### src/logic/mres_consts.vh
/*
 * Constants for the memory replay event selection block: register
 * offsets, field positions, event codes and mask bit positions.
 * Assumes it is included once per compile unit by its bare name.
 */
//
// Summary of operation
// The all-cache-miss count also includes accesses to uncacheable memory.
// Event code 08h in select bits 31:25 counts load and store split completions.
// Software sets mask bits 24:9; any matching selected bit counts.
// Completion mask bit 0 counts cacheable load splits, bit 1 split stores.
// Split select register A drives counters 8 and 9, B drives 10 and 11.
// Code 04h counts load port replays; mask bit 1 split loads; select 02h.
// Code 05h counts store port replays; mask bit 1 split stores; select 02h.
// Software uses select register B for at-retirement port replay counts.
// Code 03h counts ordering buffer replays; A drives 0,1, B drives 2,3.
// Ordering buffer mask bit 1 unknown store address, bit 3 unknown data.
// Count only when code, config select and an enabled mask bit all match.
`ifndef MRES_CONSTS_VH
`define MRES_CONSTS_VH

// ****************************************************************
// Register offsets
// ****************************************************************
`define MRES_OFS_SPLIT_A    12'h000
`define MRES_OFS_SPLIT_B    12'h004
`define MRES_OFS_ORDER_A    12'h008
`define MRES_OFS_ORDER_B    12'h00c
`define MRES_OFS_STATUS     12'h010
`define MRES_OFS_CFG_BASE   12'h020
`define MRES_OFS_CFG_LAST   12'h03c

// ****************************************************************
// Field positions
// ****************************************************************
`define MRES_CODE_HI        31
`define MRES_CODE_LO        25
`define MRES_MASK_HI        24
`define MRES_MASK_LO        9
`define MRES_SEL_HI         15
`define MRES_SEL_LO         13
`define MRES_EN_BIT         12

// ****************************************************************
// Event codes, config select and mask bits
// ****************************************************************
`define MRES_CODE_COMPLETE  7'h08
`define MRES_CODE_LD_REPLAY 7'h04
`define MRES_CODE_ST_REPLAY 7'h05
`define MRES_CODE_OB_REPLAY 7'h03
`define MRES_SEL_MEMORY     3'h2
`define MRES_BIT_LD_SPLIT   0
`define MRES_BIT_ST_SPLIT   1
`define MRES_BIT_LD_REPLAY  1
`define MRES_BIT_ST_REPLAY  1
`define MRES_BIT_NO_ADDR    1
`define MRES_BIT_NO_DATA    3
`define MRES_RESET_WORD     32'h00000000

`endif

### src/logic/mres_event_select.v
/*
 * Event selection and qualification for eight performance counters
 * watching the memory pipeline, with an APB register file.
 * Assumes event inputs are one-cycle pulses synchronous to pclk.
 */
`timescale 1ns/100ps
`include "mres_consts.vh"

module mres_event_select #(
    parameter NUM_CNT = 8
) (
    input  wire        pclk,
    input  wire        presetn,
    input  wire        psel,
    input  wire        penable,
    input  wire        pwrite,
    input  wire [11:0] paddr,
    input  wire [31:0] pwdata,
    output wire        pready,
    output wire        pslverr,
    output reg  [31:0] prdata,
    input  wire        load_split_done,
    input  wire        store_split_done,
    input  wire        load_port_split_replay,
    input  wire        store_port_split_replay,
    input  wire        unknown_store_addr_replay,
    input  wire        unknown_store_data_replay,
    input  wire        cache_miss_pulse,
    input  wire        uncacheable_access_pulse,
    output reg         all_cache_miss_pulse,
    output reg  [11:0] counter_inc
);

    // ****************************************************************
    // Register storage
    // ****************************************************************
    reg  [31:0]          split_access_select_reg_a;
    reg  [31:0]          split_access_select_reg_b;
    reg  [31:0]          ordering_buffer_select_reg_a;
    reg  [31:0]          ordering_buffer_select_reg_b;
    reg  [4*NUM_CNT-1:0] counter_config_control_reg;
    reg  [NUM_CNT-1:0]   status_reg;
    wire [NUM_CNT-1:0]   hit;
    wire                 setup;
    wire                 wr_en;
    wire                 cfg_hit;
    wire [2:0]           cfg_idx;
    reg                  mapped;
    reg  [31:0]          rd_word;

    assign setup   = psel & ~penable;
    assign wr_en   = psel & penable & pwrite;
    assign pready  = 1'b1;
    assign cfg_hit = (paddr >= `MRES_OFS_CFG_BASE) && (paddr <= `MRES_OFS_CFG_LAST)
                     && (paddr[1:0] == 2'b00);
    assign cfg_idx = paddr[4:2];
    assign pslverr = psel & penable & ~mapped;

    // ****************************************************************
    // Address decode and read mux
    // ****************************************************************
    always @* begin
        mapped  = 1'b1;
        rd_word = `MRES_RESET_WORD;
        case (paddr)
            `MRES_OFS_SPLIT_A: rd_word = split_access_select_reg_a;
            `MRES_OFS_SPLIT_B: rd_word = split_access_select_reg_b;
            `MRES_OFS_ORDER_A: rd_word = ordering_buffer_select_reg_a;
            `MRES_OFS_ORDER_B: rd_word = ordering_buffer_select_reg_b;
            `MRES_OFS_STATUS:  rd_word = {{(32-NUM_CNT){1'b0}}, status_reg};
            default: begin
                if (cfg_hit) begin
                    rd_word[`MRES_SEL_HI:`MRES_SEL_LO] =
                        counter_config_control_reg[4*cfg_idx+1 +: 3];
                    rd_word[`MRES_EN_BIT] = counter_config_control_reg[4*cfg_idx];
                end else begin
                    mapped = 1'b0;
                end
            end
        endcase
    end

    // Read data is captured in the setup cycle, valid in the access cycle
    always @(posedge pclk or negedge presetn) begin
        if (!presetn) begin
            prdata <= `MRES_RESET_WORD;
        end else if (setup && !pwrite) begin
            prdata <= rd_word;
        end
    end

    // ****************************************************************
    // Register writes
    // ****************************************************************
    always @(posedge pclk or negedge presetn) begin
        if (!presetn) begin
            split_access_select_reg_a    <= `MRES_RESET_WORD;
            split_access_select_reg_b    <= `MRES_RESET_WORD;
            ordering_buffer_select_reg_a <= `MRES_RESET_WORD;
            ordering_buffer_select_reg_b <= `MRES_RESET_WORD;
        end else if (wr_en) begin
            case (paddr)
                `MRES_OFS_SPLIT_A: split_access_select_reg_a    <= pwdata;
                `MRES_OFS_SPLIT_B: split_access_select_reg_b    <= pwdata;
                `MRES_OFS_ORDER_A: ordering_buffer_select_reg_a <= pwdata;
                `MRES_OFS_ORDER_B: ordering_buffer_select_reg_b <= pwdata;
                default: begin
                end
            endcase
        end
    end

    // ****************************************************************
    // Event vectors by code, indexed by mask bit
    // ****************************************************************
    wire [15:0] complete_bits;
    wire [15:0] ld_replay_bits;
    wire [15:0] st_replay_bits;
    wire [15:0] ob_replay_bits;

    assign complete_bits  = ({15'h0000, load_split_done} << `MRES_BIT_LD_SPLIT)
                          | ({15'h0000, store_split_done} << `MRES_BIT_ST_SPLIT);
    assign ld_replay_bits = {15'h0000, load_port_split_replay} << `MRES_BIT_LD_REPLAY;
    assign st_replay_bits = {15'h0000, store_port_split_replay} << `MRES_BIT_ST_REPLAY;
    assign ob_replay_bits = ({15'h0000, unknown_store_addr_replay} << `MRES_BIT_NO_ADDR)
                          | ({15'h0000, unknown_store_data_replay} << `MRES_BIT_NO_DATA);

    // ****************************************************************
    // Per-counter qualification
    // ****************************************************************
    genvar i;
    generate
        for (i = 0; i < NUM_CNT; i = i + 1) begin : g_cnt
            wire [31:0] sel_word;
            wire [6:0]  code;
            wire [15:0] mask;
            reg  [15:0] evt;
            wire [2:0]  cfg_sel;
            wire        cfg_en;
            wire        is_split;

            // Low four counters belong to the ordering buffer, the rest to split access
            assign is_split = (i >= 4);
            assign sel_word = is_split ?
                ((i % 4) < 2 ? split_access_select_reg_a : split_access_select_reg_b) :
                ((i % 4) < 2 ? ordering_buffer_select_reg_a
                             : ordering_buffer_select_reg_b);
            assign code    = sel_word[`MRES_CODE_HI:`MRES_CODE_LO];
            assign mask    = sel_word[`MRES_MASK_HI:`MRES_MASK_LO];
            assign cfg_sel = counter_config_control_reg[4*i+1 +: 3];
            assign cfg_en  = counter_config_control_reg[4*i];

            always @* begin
                evt = 16'h0000;
                if (is_split) begin
                    case (code)
                        `MRES_CODE_COMPLETE:  evt = complete_bits;
                        `MRES_CODE_LD_REPLAY: evt = ld_replay_bits;
                        `MRES_CODE_ST_REPLAY: evt = st_replay_bits;
                        default:              evt = 16'h0000;
                    endcase
                end else if (code == `MRES_CODE_OB_REPLAY) begin
                    evt = ob_replay_bits;
                end
            end

            assign hit[i] = cfg_en && (cfg_sel == `MRES_SEL_MEMORY)
                            && ((evt & mask) != 16'h0000);

            always @(posedge pclk or negedge presetn) begin
                if (!presetn) begin
                    counter_config_control_reg[4*i +: 4] <= 4'h0;
                    status_reg[i] <= 1'b0;
                end else begin
                    if (wr_en && cfg_hit && cfg_idx == i) begin
                        counter_config_control_reg[4*i +: 4] <=
                            {pwdata[`MRES_SEL_HI:`MRES_SEL_LO], pwdata[`MRES_EN_BIT]};
                    end
                    // Sticky hit flag, write one to clear, a new hit wins
                    if (hit[i]) begin
                        status_reg[i] <= 1'b1;
                    end else if (wr_en && paddr == `MRES_OFS_STATUS && pwdata[i]) begin
                        status_reg[i] <= 1'b0;
                    end
                end
            end
        end
    endgenerate

    // ****************************************************************
    // Increment pulses to counters 0-3 and 8-11
    // ****************************************************************
    always @(posedge pclk or negedge presetn) begin
        if (!presetn) begin
            counter_inc          <= 12'h000;
            all_cache_miss_pulse <= 1'b0;
        end else begin
            counter_inc          <= {hit[7:4], 4'h0, hit[3:0]};
            all_cache_miss_pulse <= cache_miss_pulse | uncacheable_access_pulse;
        end
    end

endmodule

### config.mk
export PLATFORM = sky130hd
export DESIGN_NAME = mres_event_select
export DESIGN_NICKNAME = d
export VERILOG_FILES = /design/src/logic/mres_event_select.v
export VERILOG_INCLUDE_DIRS = /design/src /design/src/logic
export SDC_FILE = /design/constraint.sdc
export NUM_CORES = 1
export LEC_CHECK = 0
export ABC_AREA = 1
export ABC_CLOCK_PERIOD_IN_PS = 3300
export BUFFER_PORTS_ARGS = -buffer_cell sky130_fd_sc_hd__buf_2
export CAP_MARGIN = 40
export CORE_MARGIN = 10
export CORE_UTILIZATION = 40
export CTS_CLUSTER_SIZE = 20
export DETAILED_ROUTE_END_ITERATION = 7
export PLACE_DENSITY = 0.62
export SETUP_SLACK_MARGIN = 0.05
export SLEW_MARGIN = 0
export SYNTH_ARGS = -nofsm -noshare
export SYNTH_HDL_FRONTEND = slang
export SYNTH_SLANG_ARGS = --single-unit
### constraint.sdc
create_clock -name pclk -period 3.3 [get_ports pclk]
set_input_delay 0.66 -clock pclk [delete_from_list [all_inputs] [get_ports pclk]]
set_output_delay 0.66 -clock pclk [all_outputs]
set_load 0.01 [all_outputs]
**Word level (Yosys, flattened, before mapping)**

Cells that the tools add are included.
W data, S select, Z words.

- Add/subtract/negate cells: 1
- Multiply operators: 0
- Div/mod/pow operators: 0
- Order comparisons: 3
- Equality and inequality tests: 27
- Shift-type cells: 1
- Multiplexer cells: 28
- Bitwise logic cells: 13
- Reduce and logical (&&, ||, !) cells: 58

Operator list:

| operator | number |
|---|---|
| $and A16 B16 Y16 | 4 |
| $pmux W16 S4 | 1 |
| $reduce_bool A16 Y1 | 4 |
| $pmux W12 S5 | 1 |
| $logic_and A1 B1 Y1 | 37 |
| $shiftx A32 B7 Y3 | 1 |
| $eq A3 B2 Y1 const B | 10 |
| $eq A7 B3 Y1 const B | 4 |
| $eq A12 B4 Y1 const B | 2 |
| $pmux W4 S5 | 1 |
| $mux W1 | 19 |
| $reduce_bool A2 Y1 | 8 |
| $eq A7 B2 Y1 const B | 2 |
| $eq A7 B4 Y1 const B | 2 |
| $eq A12 B3 Y1 const B | 1 |
| $eq A12 B5 Y1 const B | 1 |
| $eq A3 B3 Y1 const B | 4 |
| $ge A12 B6 Y1 const B | 1 |
| $le A12 B6 Y1 const B | 1 |
| $logic_not A12 Y1 | 1 |
| $mux W4 | 3 |
| $pmux W2 S3 | 2 |
| $reduce_and A2 Y1 | 4 |
| $add A5 B1 Y6 const B | 1 |
| other kinds (12) | 16 |

- Register bits: 209
- Bits in latches: 0
- Bits in writable memories: 0
- Bits in read-only memories: 0
- Input bits: 57
- Output and inout bits: 47
- Logic and storage cells: 154
- Memories kept: 0

**Longest topological paths before layout**

Gate-level depths: netlist of run 1.

- Depth in word-level cells: 7
- Mapped depth: 12
- Mapped depth without buffers: 10

**Worst setup path before layout of run 1**

Ideal clock, no wire load.

- Path type: in2out
- Start point: input port paddr[3]
- End point: output port pslverr
- Arrival: 1.885 ns
- Slack: 0.755 ns
- Stages: 11
- Path buffers: 2
- Cells stage by stage: buf_4 > nand2_1 > inv_1 > nand2_1 > nor2_1 > nand2_1 > inv_1 > buf_2 > nor2_1 > nand3_1 > nor3_1

- Cells in the longest elaborated chain, start to end: 7

RTL lines:

| what | RTL line | source |
|---|---|---|
| start, declared | mres_event_select.v:17 | `input wire [11:0] paddr,` |
| $ge A12 B6 Y1 (no source line) / $le A12 B6 Y1 (equally long branches) | n/a |  |
| $logic_and A1 B1 Y1 (2 in series) | mres_event_select.v:54 | `` assign cfg_hit = (paddr >= `MRES_OFS_CFG_BASE) && (paddr <= `MRES_OFS_CFG_LAST) `` |
| $mux W1 | mres_event_select.v:72 | `if (cfg_hit) begin` |
| $mux W1 * | mres_event_select.v:65 | `case (paddr)` |
| $not A1 Y1 * | mres_event_select.v:57 | `assign pslverr = psel & penable & ~mapped;` |
| $and A1 B1 Y1 * | mres_event_select.v:57 |  |
| end, declared | mres_event_select.v:20 | `output wire pslverr,` |

Mark *: on every way between the ends. The rest lies on a longest branch, timed or not.

**Worst setup path after layout of run 1**

- Start point: input port paddr[2]
- End point: output port pslverr

The elaborated chain is that of the path after synthesis.

==> results of run 1 <==
-- metal layers --
metal,routed length (microns),global-route usage [%],up-vias
li1,-,-,3811
met1,12100,23.2,3676
met2,11900,27.0,152
met3,1040,2.61,27
met4,420,3.81,0
met5,0,0,-
-- final cells by class --
type	count	area share, %
Sequential cell	209	47.5
Timing Repair Buffer	112	5.85
Multi-Input combinational cell	793	32.1
Clock buffer	33	6.41
Clock inverter	10	1.66
Inverter	85	2.90
Tap cell	313	3.56
-- through the flow --
step           cell area, sq um  worst slack (ps)
3_5_place_dp              10100               540
4_1_cts                   11000               528
3_3_place_gp              10100               560
2_1_floorplan              9350               755
5_1_grt                   11000               362
6_report                  11000               552
-- kinds of logic after synthesis --
kind of cell,share of synthesized area [%]
and+or+nand+nor,26.4
DFF,56.0
AOI/OAI and AO/OA,11.1
buffers and inverters,6.35
other,0.0804
-- Yosys cell counts, types with 9 or more instances --
library cell  number
a21oi_1            9
inv_1             77
clkbuf_1          27
or2_2             10
nand4_1           26
o21ai_0          168
nand2_1          423
nand3_1           51
nor2_1            48
o21ai_1           14
buf_2             18
dfrtp_1          209
-- power by group through the flow --
stage               clock, mW  combinational (mW)  sequential (mW)
CTS                      2.99               0.263             2.59
floorplan                   0               0.109             2.64
detailed placement          0               0.262             2.64
global route             3.11               0.290             2.59
global placement            0               0.262             2.64
finish                   2.95               0.255             2.59
-- worst max-delay path by stage --
stage / from / end / cells past startpoint
2_1_floorplan: paddr[3] / pslverr / 11
3_3_place_gp: paddr[2] / pslverr / 11
3_5_place_dp: paddr[2] / pslverr / 11
4_1_cts: paddr[2] / pslverr / 11
5_1_grt: paddr[2] / pslverr / 11
6_report: paddr[2] / pslverr / 11
==> flow_metrics.tcl, run 1 <==
set metrics [dict create \
    io_buffers 98 \
    cts.sinks 209 \
    initial_core_util_pct 41.0 \
    pin_count 104 \
    grt_pass1_vias 7642 \
    cts_setup_buffers 0 \
    instances_no_fill 1555 \
    p_per_area_nw_per_um2 526 \
    avgViaCountPerCell 4.93 \
    globalRouteTotalUtil_pct 16.7 \
    ctsRootBufferMaster "clkbuf_16" \
    drt_iter0_drc 548 \
    vias 7666 \
    synth_cell_type_count 29 \
    worstPathCellList "buf_2 > nand2_1 > inv_1 > nand2_1 > nor2_1 > nand2_1 > inv_1 > nor2_1 > nand3_1 > nor3_1 > buf_2" \
    layout.cells.most_common "nand2_1" \
    path_clk_slew_ps 60 \
    synth.top_cell.area_share_pct 56.0 \
    path_common_cell "nand2_1" \
    firstDrtPassIters 5 \
    synth-async-reset-ratio_pct 100 \
    maxSlewHeadroom_pct 41.5 \
    cts_tree "built" \
    p_leak_nw 5.57 \
    cpMaxStageDelayCell "buf_2" \
    worstReg2RegStart "g_cnt[2].sel_word[30]" \
    wl_per_cell_microns 16.4 \
    timing.rr.end "status_reg[3]" \
    antenna_found_initial 0 \
    seq_area_sq_um 5230 \
    synth_seq_cells 209 \
    setup_viol 0 \
    worst_slew_pin_slew_ps 869 \
    cts_hold_buffers 0 \
    layout_common_cells "423 x nand2_1, 209 x dfrtp_1, 168 x o21ai_0, 97 x buf_2, 77 x inv_1" \
    ys_seq_area_share_pct 56.0 \
    postRouteAntennaNets 0 \
    drv_slew 0 \
    fmax_mhz 364 \
    clockPowerShare_pct 50.9 \
    core.rowCount 55 \
    r2r_cells 5 \
    ys_warn_count 0 \
    worst_setup_path_end_kind "output pin" \
    worst_ep_required_time_ps 2640 \
    die_h_microns 173 \
    drt_wl_total_mm 25.5 \
    grt-ovfl-total 0 \
    grt_max_degree 77 \
    clk_path_buf_depth 3 \
    grt_pass1_wl_mm 41.8 \
    num_antenna_cells 0 \
    fin_hold_ws_ps 175 \
    syn_area_sq_um 9340 \
    switchingPower_mw 1.25 \
    hold_viol_final 0 \
    final_core_util_pct 48.3 \
    n_fill_cell 2231 \
    numCtsBuffers 24 \
    clk_latency_ps 510 \
    yosys-top-cells-area "dfrtp_1 56%, nand2_1 17%, o21ai_0 9.0%" \
    coreArea_sq_um 22800 \
    synth_ff_type "dfrtp_1" \
    worst_ir_drop_vdd_uv 303 \
    critPathTopFamily "simple AND/OR/NAND/NOR gates" \
    fin_nets 1282 \
    yosysTopAreaCell "dfrtp_1" \
    crit_buf_inv 4 \
    startpoint_type "input port" \
    rsz0062_at_grt "false" \
    netlist_instances 1139 \
    dieArea_sq_um 29900 \
    cts-htree-levels 1 \
    power_mw 5.79 \
    rrSetupSlack_ps 1570 \
    pwr-share-comb_pct 4.4 \
    netSwitchingFraction_pct 21.6 \
    worstPathMaxFanout 17 \
    p_seq_share_pct 44.7 \
    period_share_pct 83.3 \
    fin_tns_setup_ps 0 \
    hold_path_class "input port to async pin" \
    status "complete, no violations" \
    ctsResizeCount 0 \
    dp_cells 1512 \
    hpwl_mm 17.6 \
    areaGrowthSynthToFinish_pct 17.9 \
    p_int_mw 4.54 \
    skew_ps 7.43 \
    multi_input_area_sq_um 3540 \
    dieWidth_microns 173 \
    cp_slowest_stage_delay_ps 200 \
    largest_reg_flops 128 \
    crit_type "input port to output pin" \
    layout-drive-gt1-share_pct 15.0 \
    gp_congestion 0.900 \
    synth_edf_count 0 \
    route.detailed.drc 0 \
    crit_arrival_ps 2090 \
    cap_violations 0 \
    post_synth.cell_area_avg_sq_um 8.20 \
    min_period_ps 2750 \
]
Note: power is estimated with default switching activity, not from simulation.
==> inputs of run 2 (changes only) <==
--- a/config.mk
+++ b/config.mk
@@ -6,8 +6,8 @@
 export SDC_FILE = /design/constraint.sdc
 export NUM_CORES = 1
 export LEC_CHECK = 0
-export ABC_AREA = 1
-export ABC_CLOCK_PERIOD_IN_PS = 3300
+export ABC_AREA = 0
+export ABC_CLOCK_PERIOD_IN_PS = 2900
 export BUFFER_PORTS_ARGS = -buffer_cell sky130_fd_sc_hd__buf_2
 export CAP_MARGIN = 40
 export CORE_MARGIN = 10
==> constraint.sdc (replaced) <==
create_clock -name pclk -period 2.9 [get_ports pclk]
set_input_delay 0.58 -clock pclk [delete_from_list [all_inputs] [get_ports pclk]]
set_output_delay 0.58 -clock pclk [all_outputs]
set_load 0.01 [all_outputs]
==> run 2 against run 1 <==
Sequential share of layout area fell by 0.92 points. Synthesized cell count fell by 35%. Total power rose by 6.6%. Utilization fell by 0.36 points. Critical path depth fell by 5. Sequential power rose by 15%. Highest routed layer is now met5.
==> flow_metrics.tcl, run 2 <==
set metrics [dict create \
    layout.cells.most_common "dfrtp_1" \
    route.detailed.drc 0 \
    firstDrtPassIters 4 \
    grt_pass1_wl_mm 39.9 \
    period_share_pct 92.5 \
    p_per_area_nw_per_um2 550 \
    timing.rr.end "status_reg[6]" \
    core.rowCount 56 \
    crit_type "input port to output pin" \
    clk_latency_ps 500 \
    worstPathMaxFanout 6 \
    synth_cell_type_count 52 \
    cts-htree-levels 1 \
    fin_hold_ws_ps 46.8 \
    fin_tns_setup_ps 0 \
    fin_nets 900 \
    hpwl_mm 17.8 \
    status "complete, no violations" \
    io_buffers 98 \
    vias 6407 \
    cts_setup_buffers 0 \
    worst_setup_path_end_kind "output pin" \
    path_clk_slew_ps 60 \
    crit_arrival_ps 2100 \
    pin_count 104 \
    synthTopCellsByCount "209 x dfrtp_1, 157 x mux2_2, 33 x nand2_1, 31 x mux2i_1, 30 x o21ai_0" \
    hold_viol_final 0 \
    skew_ps 8.47 \
    yosysTopAreaCell "dfrtp_1" \
    synth_ff_type "dfrtp_1" \
    drt_iter0_drc 381 \
    cap_violations 0 \
    yosysMostFrequentCell "dfrtp_1" \
    synth_edf_count 0 \
    yosys-top-cells-area "dfrtp_1 55%, mux2_2 19%, mux2i_1 3.3%" \
    layout_common_cells "209 x dfrtp_1, 157 x mux2_2, 97 x buf_2, 33 x nand2_1, 31 x mux2i_1" \
    startpoint_type "input port" \
    die_h_microns 174 \
    synth_seq_cells 209 \
    p_leak_nw 5.54 \
    syn_area_sq_um 9510 \
    largest_reg_flops 128 \
    post_synth.cell_area_avg_sq_um 12.9 \
    cts_tree "built" \
    worst_slew_pin_slew_ps 565 \
    r2r_cells 4 \
    grt-ovfl-total 0 \
    postRouteAntennaNets 0 \
    hold_path_class "input port to async pin" \
    globalRouteTotalUtil_pct 16.3 \
    areaGrowthSynthToFinish_pct 18.0 \
    rsz0062_at_grt "false" \
    drt_wl_total_mm 25.1 \
    worst_ep_required_time_ps 2320 \
    avgViaCountPerCell 5.44 \
    ys_seq_area_share_pct 55.0 \
    netlist_instances 735 \
    antenna_found_initial 1 \
    numCtsBuffers 23 \
    placed_area_sq_um 10500 \
    worstReg2RegStart "g_cnt[6].sel_word[10]" \
    grt_max_degree 67 \
    fin_area_sq_um 11200 \
    min_period_ps 2680 \
    cts_hold_buffers 0 \
    synth-async-reset-ratio_pct 100 \
    ys_warn_count 0 \
    rrSetupSlack_ps 1050 \
    setup_viol 0 \
    synth.top_cell.area_share_pct 55.0 \
    maxSlewHeadroom_pct 61.8 \
    ctsRootBufferMaster "clkbuf_16" \
    gp_congestion 0.856 \
    cts.sinks 209 \
    initial_core_util_pct 40.6 \
    ctsResizeCount 0 \
    grt_pass1_vias 6782 \
    wl_per_cell_microns 21.3 \
    fmax_mhz 373 \
    dieArea_sq_um 30400 \
    layout-drive-gt1-share_pct 41.4 \
    coreArea_sq_um 23400 \
    dieWidth_microns 174 \
    drv_slew 0 \
    worst_ir_drop_vdd_uv 443 \
    clk_path_buf_depth 3 \
]
-- run 2: cell types whose count changed in the layout (fill, tap and decap cells not counted), moves of 18 or more --
cell     change
nand2_1    -390
mux2_2     +157
o21ai_0    -138
inv_1       -76
mux2i_1     +31
nand3_1     -30
nand4_1     -24
buf_4       +20
nor2_1      -19
a31oi_1     +18
-- run 2: layout make-up --
class                      instances  area (sq um)
clock inverter                     4          45.0
inverter                           2          7.51
timing repair buffer             134           845
sequential                       209          5230
multi-input combinational        473          4020
antenna                            1          2.50
tap                              319           399
fill                            2216         12200
clock buffer                      35           681
-- run 2: worst max-delay path, stage by stage --
cell and delay (ps):
buf_2 90, or4_1 630, buf_4 220, nor2_1 190, a31oi_1 190, buf_2 190
-- run 2: per-stage QoR --
stage          util (%)  power (mW)  instances  setup slack, ps
5_1_grt            48.0        6.41       1176              175
4_1_cts            48.0        6.26       1176              208
3_3_place_gp       44.9        3.41       1137              135
2_1_floorplan         -        3.18        738              186
6_report           48.0        6.18       1177              217
3_5_place_dp       44.9        3.42       1137              121
-- run 2: cell families after synthesis --
group                  count (synthesis)  synth area share (%)
other                                  2                0.0789
AO/OA/AOI/OAI                        115                  7.63
AND/OR/NAND/NOR                      150                  9.48
buffers and inverters                 56                  3.03
multiplexers                         203                  24.8
flip-flops                           209                  55.0
-- run 2: power by group --
| part | switching (mW) | internal (mW) |
|---|---|---|
| registers | 0.0228 | 2.96 |
| clock network | 1.13 | 1.69 |
| logic | 0.254 | 0.124 |
| total | 1.41 | 4.77 |
-- run 2: worst max-delay path by stage --
stage,to,slack [ps],startpoint
2_1_floorplan,pslverr,190,paddr[2]
5_1_grt,pslverr,180,paddr[9]
3_5_place_dp,g_cnt[6].sel_word[18],120,paddr[9]
4_1_cts,pslverr,210,paddr[9]
6_report,pslverr,220,paddr[9]
3_3_place_gp,g_cnt[6].sel_word[20],130,paddr[9]
-- run 2: routing by layer --
layer	track usage [%]	part of all wire [%]
met5	0	0.068
met4	3.46	1.9
met3	2.64	4.6
met2	27.6	49
met1	21.5	45
==> inputs of run 3 (changes only) <==
--- a/config.mk
+++ b/config.mk
@@ -14,7 +14,6 @@
 export CORE_UTILIZATION = 40
 export CTS_CLUSTER_SIZE = 20
 export DETAILED_ROUTE_END_ITERATION = 7
-export PLACE_DENSITY = 0.62
 export SETUP_SLACK_MARGIN = 0.05
 export SLEW_MARGIN = 0
 export SYNTH_ARGS = -nofsm -noshare
==> run 3 against run 2 <==
Count of clock-buffer cells in the layout shrank 5. Worst hold slack better by 10 ps. Largest power group unchanged. Clock power up 4%. Wire length about the same. Total power increased by 1.8%. Global-route usage rose by 0.074 points. Sequential cell count did not move. Combinational power is essentially flat. Non-clock buffer count down 5. Critical endpoint unchanged. First-iteration DRC count up 4.7%.
==> flow_metrics.tcl, run 3 (synthesis results as in run 2) <==
set metrics [dict create \
    drt_iter0_drc 399 \
    route.detailed.drc 0 \
    pwr-share-comb_pct 6.0 \
    drt_wl_total_mm 25.1 \
    multi_input_area_sq_um 4020 \
    core.rowCount 56 \
    fin_nets 895 \
    fin_tns_setup_ps 0 \
    antenna_found_initial 1 \
    period_share_pct 84.8 \
    hold_path_class "input port to async pin" \
    layout_common_cells "209 x dfrtp_1, 157 x mux2_2, 97 x buf_2, 33 x nand2_1, 31 x mux2i_1" \
    initial_core_util_pct 40.6 \
    cts-htree-levels 1 \
    gp_congestion 0.824 \
    grt_pass1_vias 6817 \
    wl_per_cell_microns 21.4 \
    fin_hold_ws_ps 57.3 \
    netSwitchingFraction_pct 22.8 \
    status "complete, no violations" \
    die_h_microns 174 \
    clk_latency_ps 510 \
    grt_max_degree 65 \
    avgViaCountPerCell 5.47 \
    drv_slew 0 \
    dieWidth_microns 174 \
    p_per_area_nw_per_um2 560 \
    worst_setup_path_end_kind "output pin" \
    cts_hold_buffers 0 \
    hold_viol_final 0 \
    startpoint_type "input port" \
    dp_cells 1132 \
    grt_pass1_wl_mm 40.1 \
    p_int_mw 4.86 \
    worst_ir_drop_vdd_uv 423 \
    grt-ovfl-total 0 \
    p_leak_nw 5.53 \
    layout.cells.most_common "dfrtp_1" \
    layout-drive-gt1-share_pct 41.5 \
    path_common_cell "buf_2" \
    path_clk_slew_ps 60 \
    hpwl_mm 16.9 \
    rsz0062_at_grt "false" \
    fmax_mhz 406 \
    pin_count 104 \
    power_mw 6.29 \
    clockPowerShare_pct 46.7 \
    num_antenna_cells 0 \
    vias 6412 \
    n_fill_cell 2133 \
    worst_ep_required_time_ps 2320 \
    maxSlewHeadroom_pct 59.2 \
    cpMaxStageDelayCell "or4_1" \
    p_seq_share_pct 47.4 \
    setup_viol 0 \
    crit_buf_inv 3 \
    min_period_ps 2460 \
    io_buffers 98 \
    coreArea_sq_um 23400 \
    instances_no_fill 1173 \
    dieArea_sq_um 30400 \
    largest_reg_flops 128 \
    numCtsBuffers 23 \
    areaGrowthSynthToFinish_pct 18.1 \
    cap_violations 0 \
    clk_path_buf_depth 3 \
    globalRouteTotalUtil_pct 16.4 \
    worstPathMaxFanout 3 \
    crit_arrival_ps 1880 \
    ctsRootBufferMaster "clkbuf_16" \
    skew_ps 17.1 \
    critPathTopFamily "simple AND/OR/NAND/NOR gates" \
    worst_slew_pin_slew_ps 609 \
    switchingPower_mw 1.43 \
    seq_area_sq_um 5230 \
    cts_tree "built" \
    worstPathCellList "buf_2 > or4_1 > buf_4 > nor2_1 > a31oi_1 > buf_2" \
    cp_slowest_stage_delay_ps 590 \
    firstDrtPassIters 5 \
    cts_setup_buffers 0 \
    postRouteAntennaNets 0 \
    crit_type "input port to output pin" \
    ctsResizeCount 0 \
    cts.sinks 209 \
]
[run 3: routing by layer]
metal	wire, microns	GRT usage, %	up-vias
li1	-	-	2912
met1	11500	22.4	3302
met2	12000	26.9	169
met3	1200	2.71	27
met4	393	2.89	2
met5	7	0	-
[run 3: cell type report]
cell class / count / area share (%)
clock buffer: 30 / 5.54
clock inverter: 11 / 1.19
inverter: 2 / 0.0668
multi-input combinational: 473 / 35.8
sequential: 209 / 46.6
tap: 319 / 3.55
timing repair buffer: 129 / 7.29
[run 3: power groups by stage]
stage                     registers, mW  logic, mW  clock network [mW]
after CTS                          2.98      0.385                3.00
final                              2.98      0.376                2.93
after floorplan                    3.04      0.137                   0
after global routing               2.98      0.416                3.13
after detailed placement           3.03      0.384                   0
after global placement             3.03      0.382                   0
[run 3: worst paths after layout]
| path | to | start | slack (ps) | cells after the start |
|---|---|---|---|---|
| max in group asynchronous | g_cnt[2].sel_word[30] | presetn | 2110 | 2 |
| min in group pclk | all_cache_miss_pulse | cache_miss_pulse | 260 | 2 |
| max reg2reg | status_reg[7] | g_cnt[6].sel_word[10] | 960 | 4 |
| max | pslverr | paddr[9] | 440 | 6 |
| min | prdata[8] | presetn | 60 | 1 |
| min reg2reg | prdata[5] | prdata[5] | 470 | 2 |
[run 3: through the flow]
step	instance area, sq um	util (%)	setup WS, ps
after floorplan	9520	-	186
after global placement	10500	44.8	172
after detailed placement	10500	44.8	133
after CTS	11200	48.0	431
after global routing	11200	48.0	344
final	11200	48.0	440
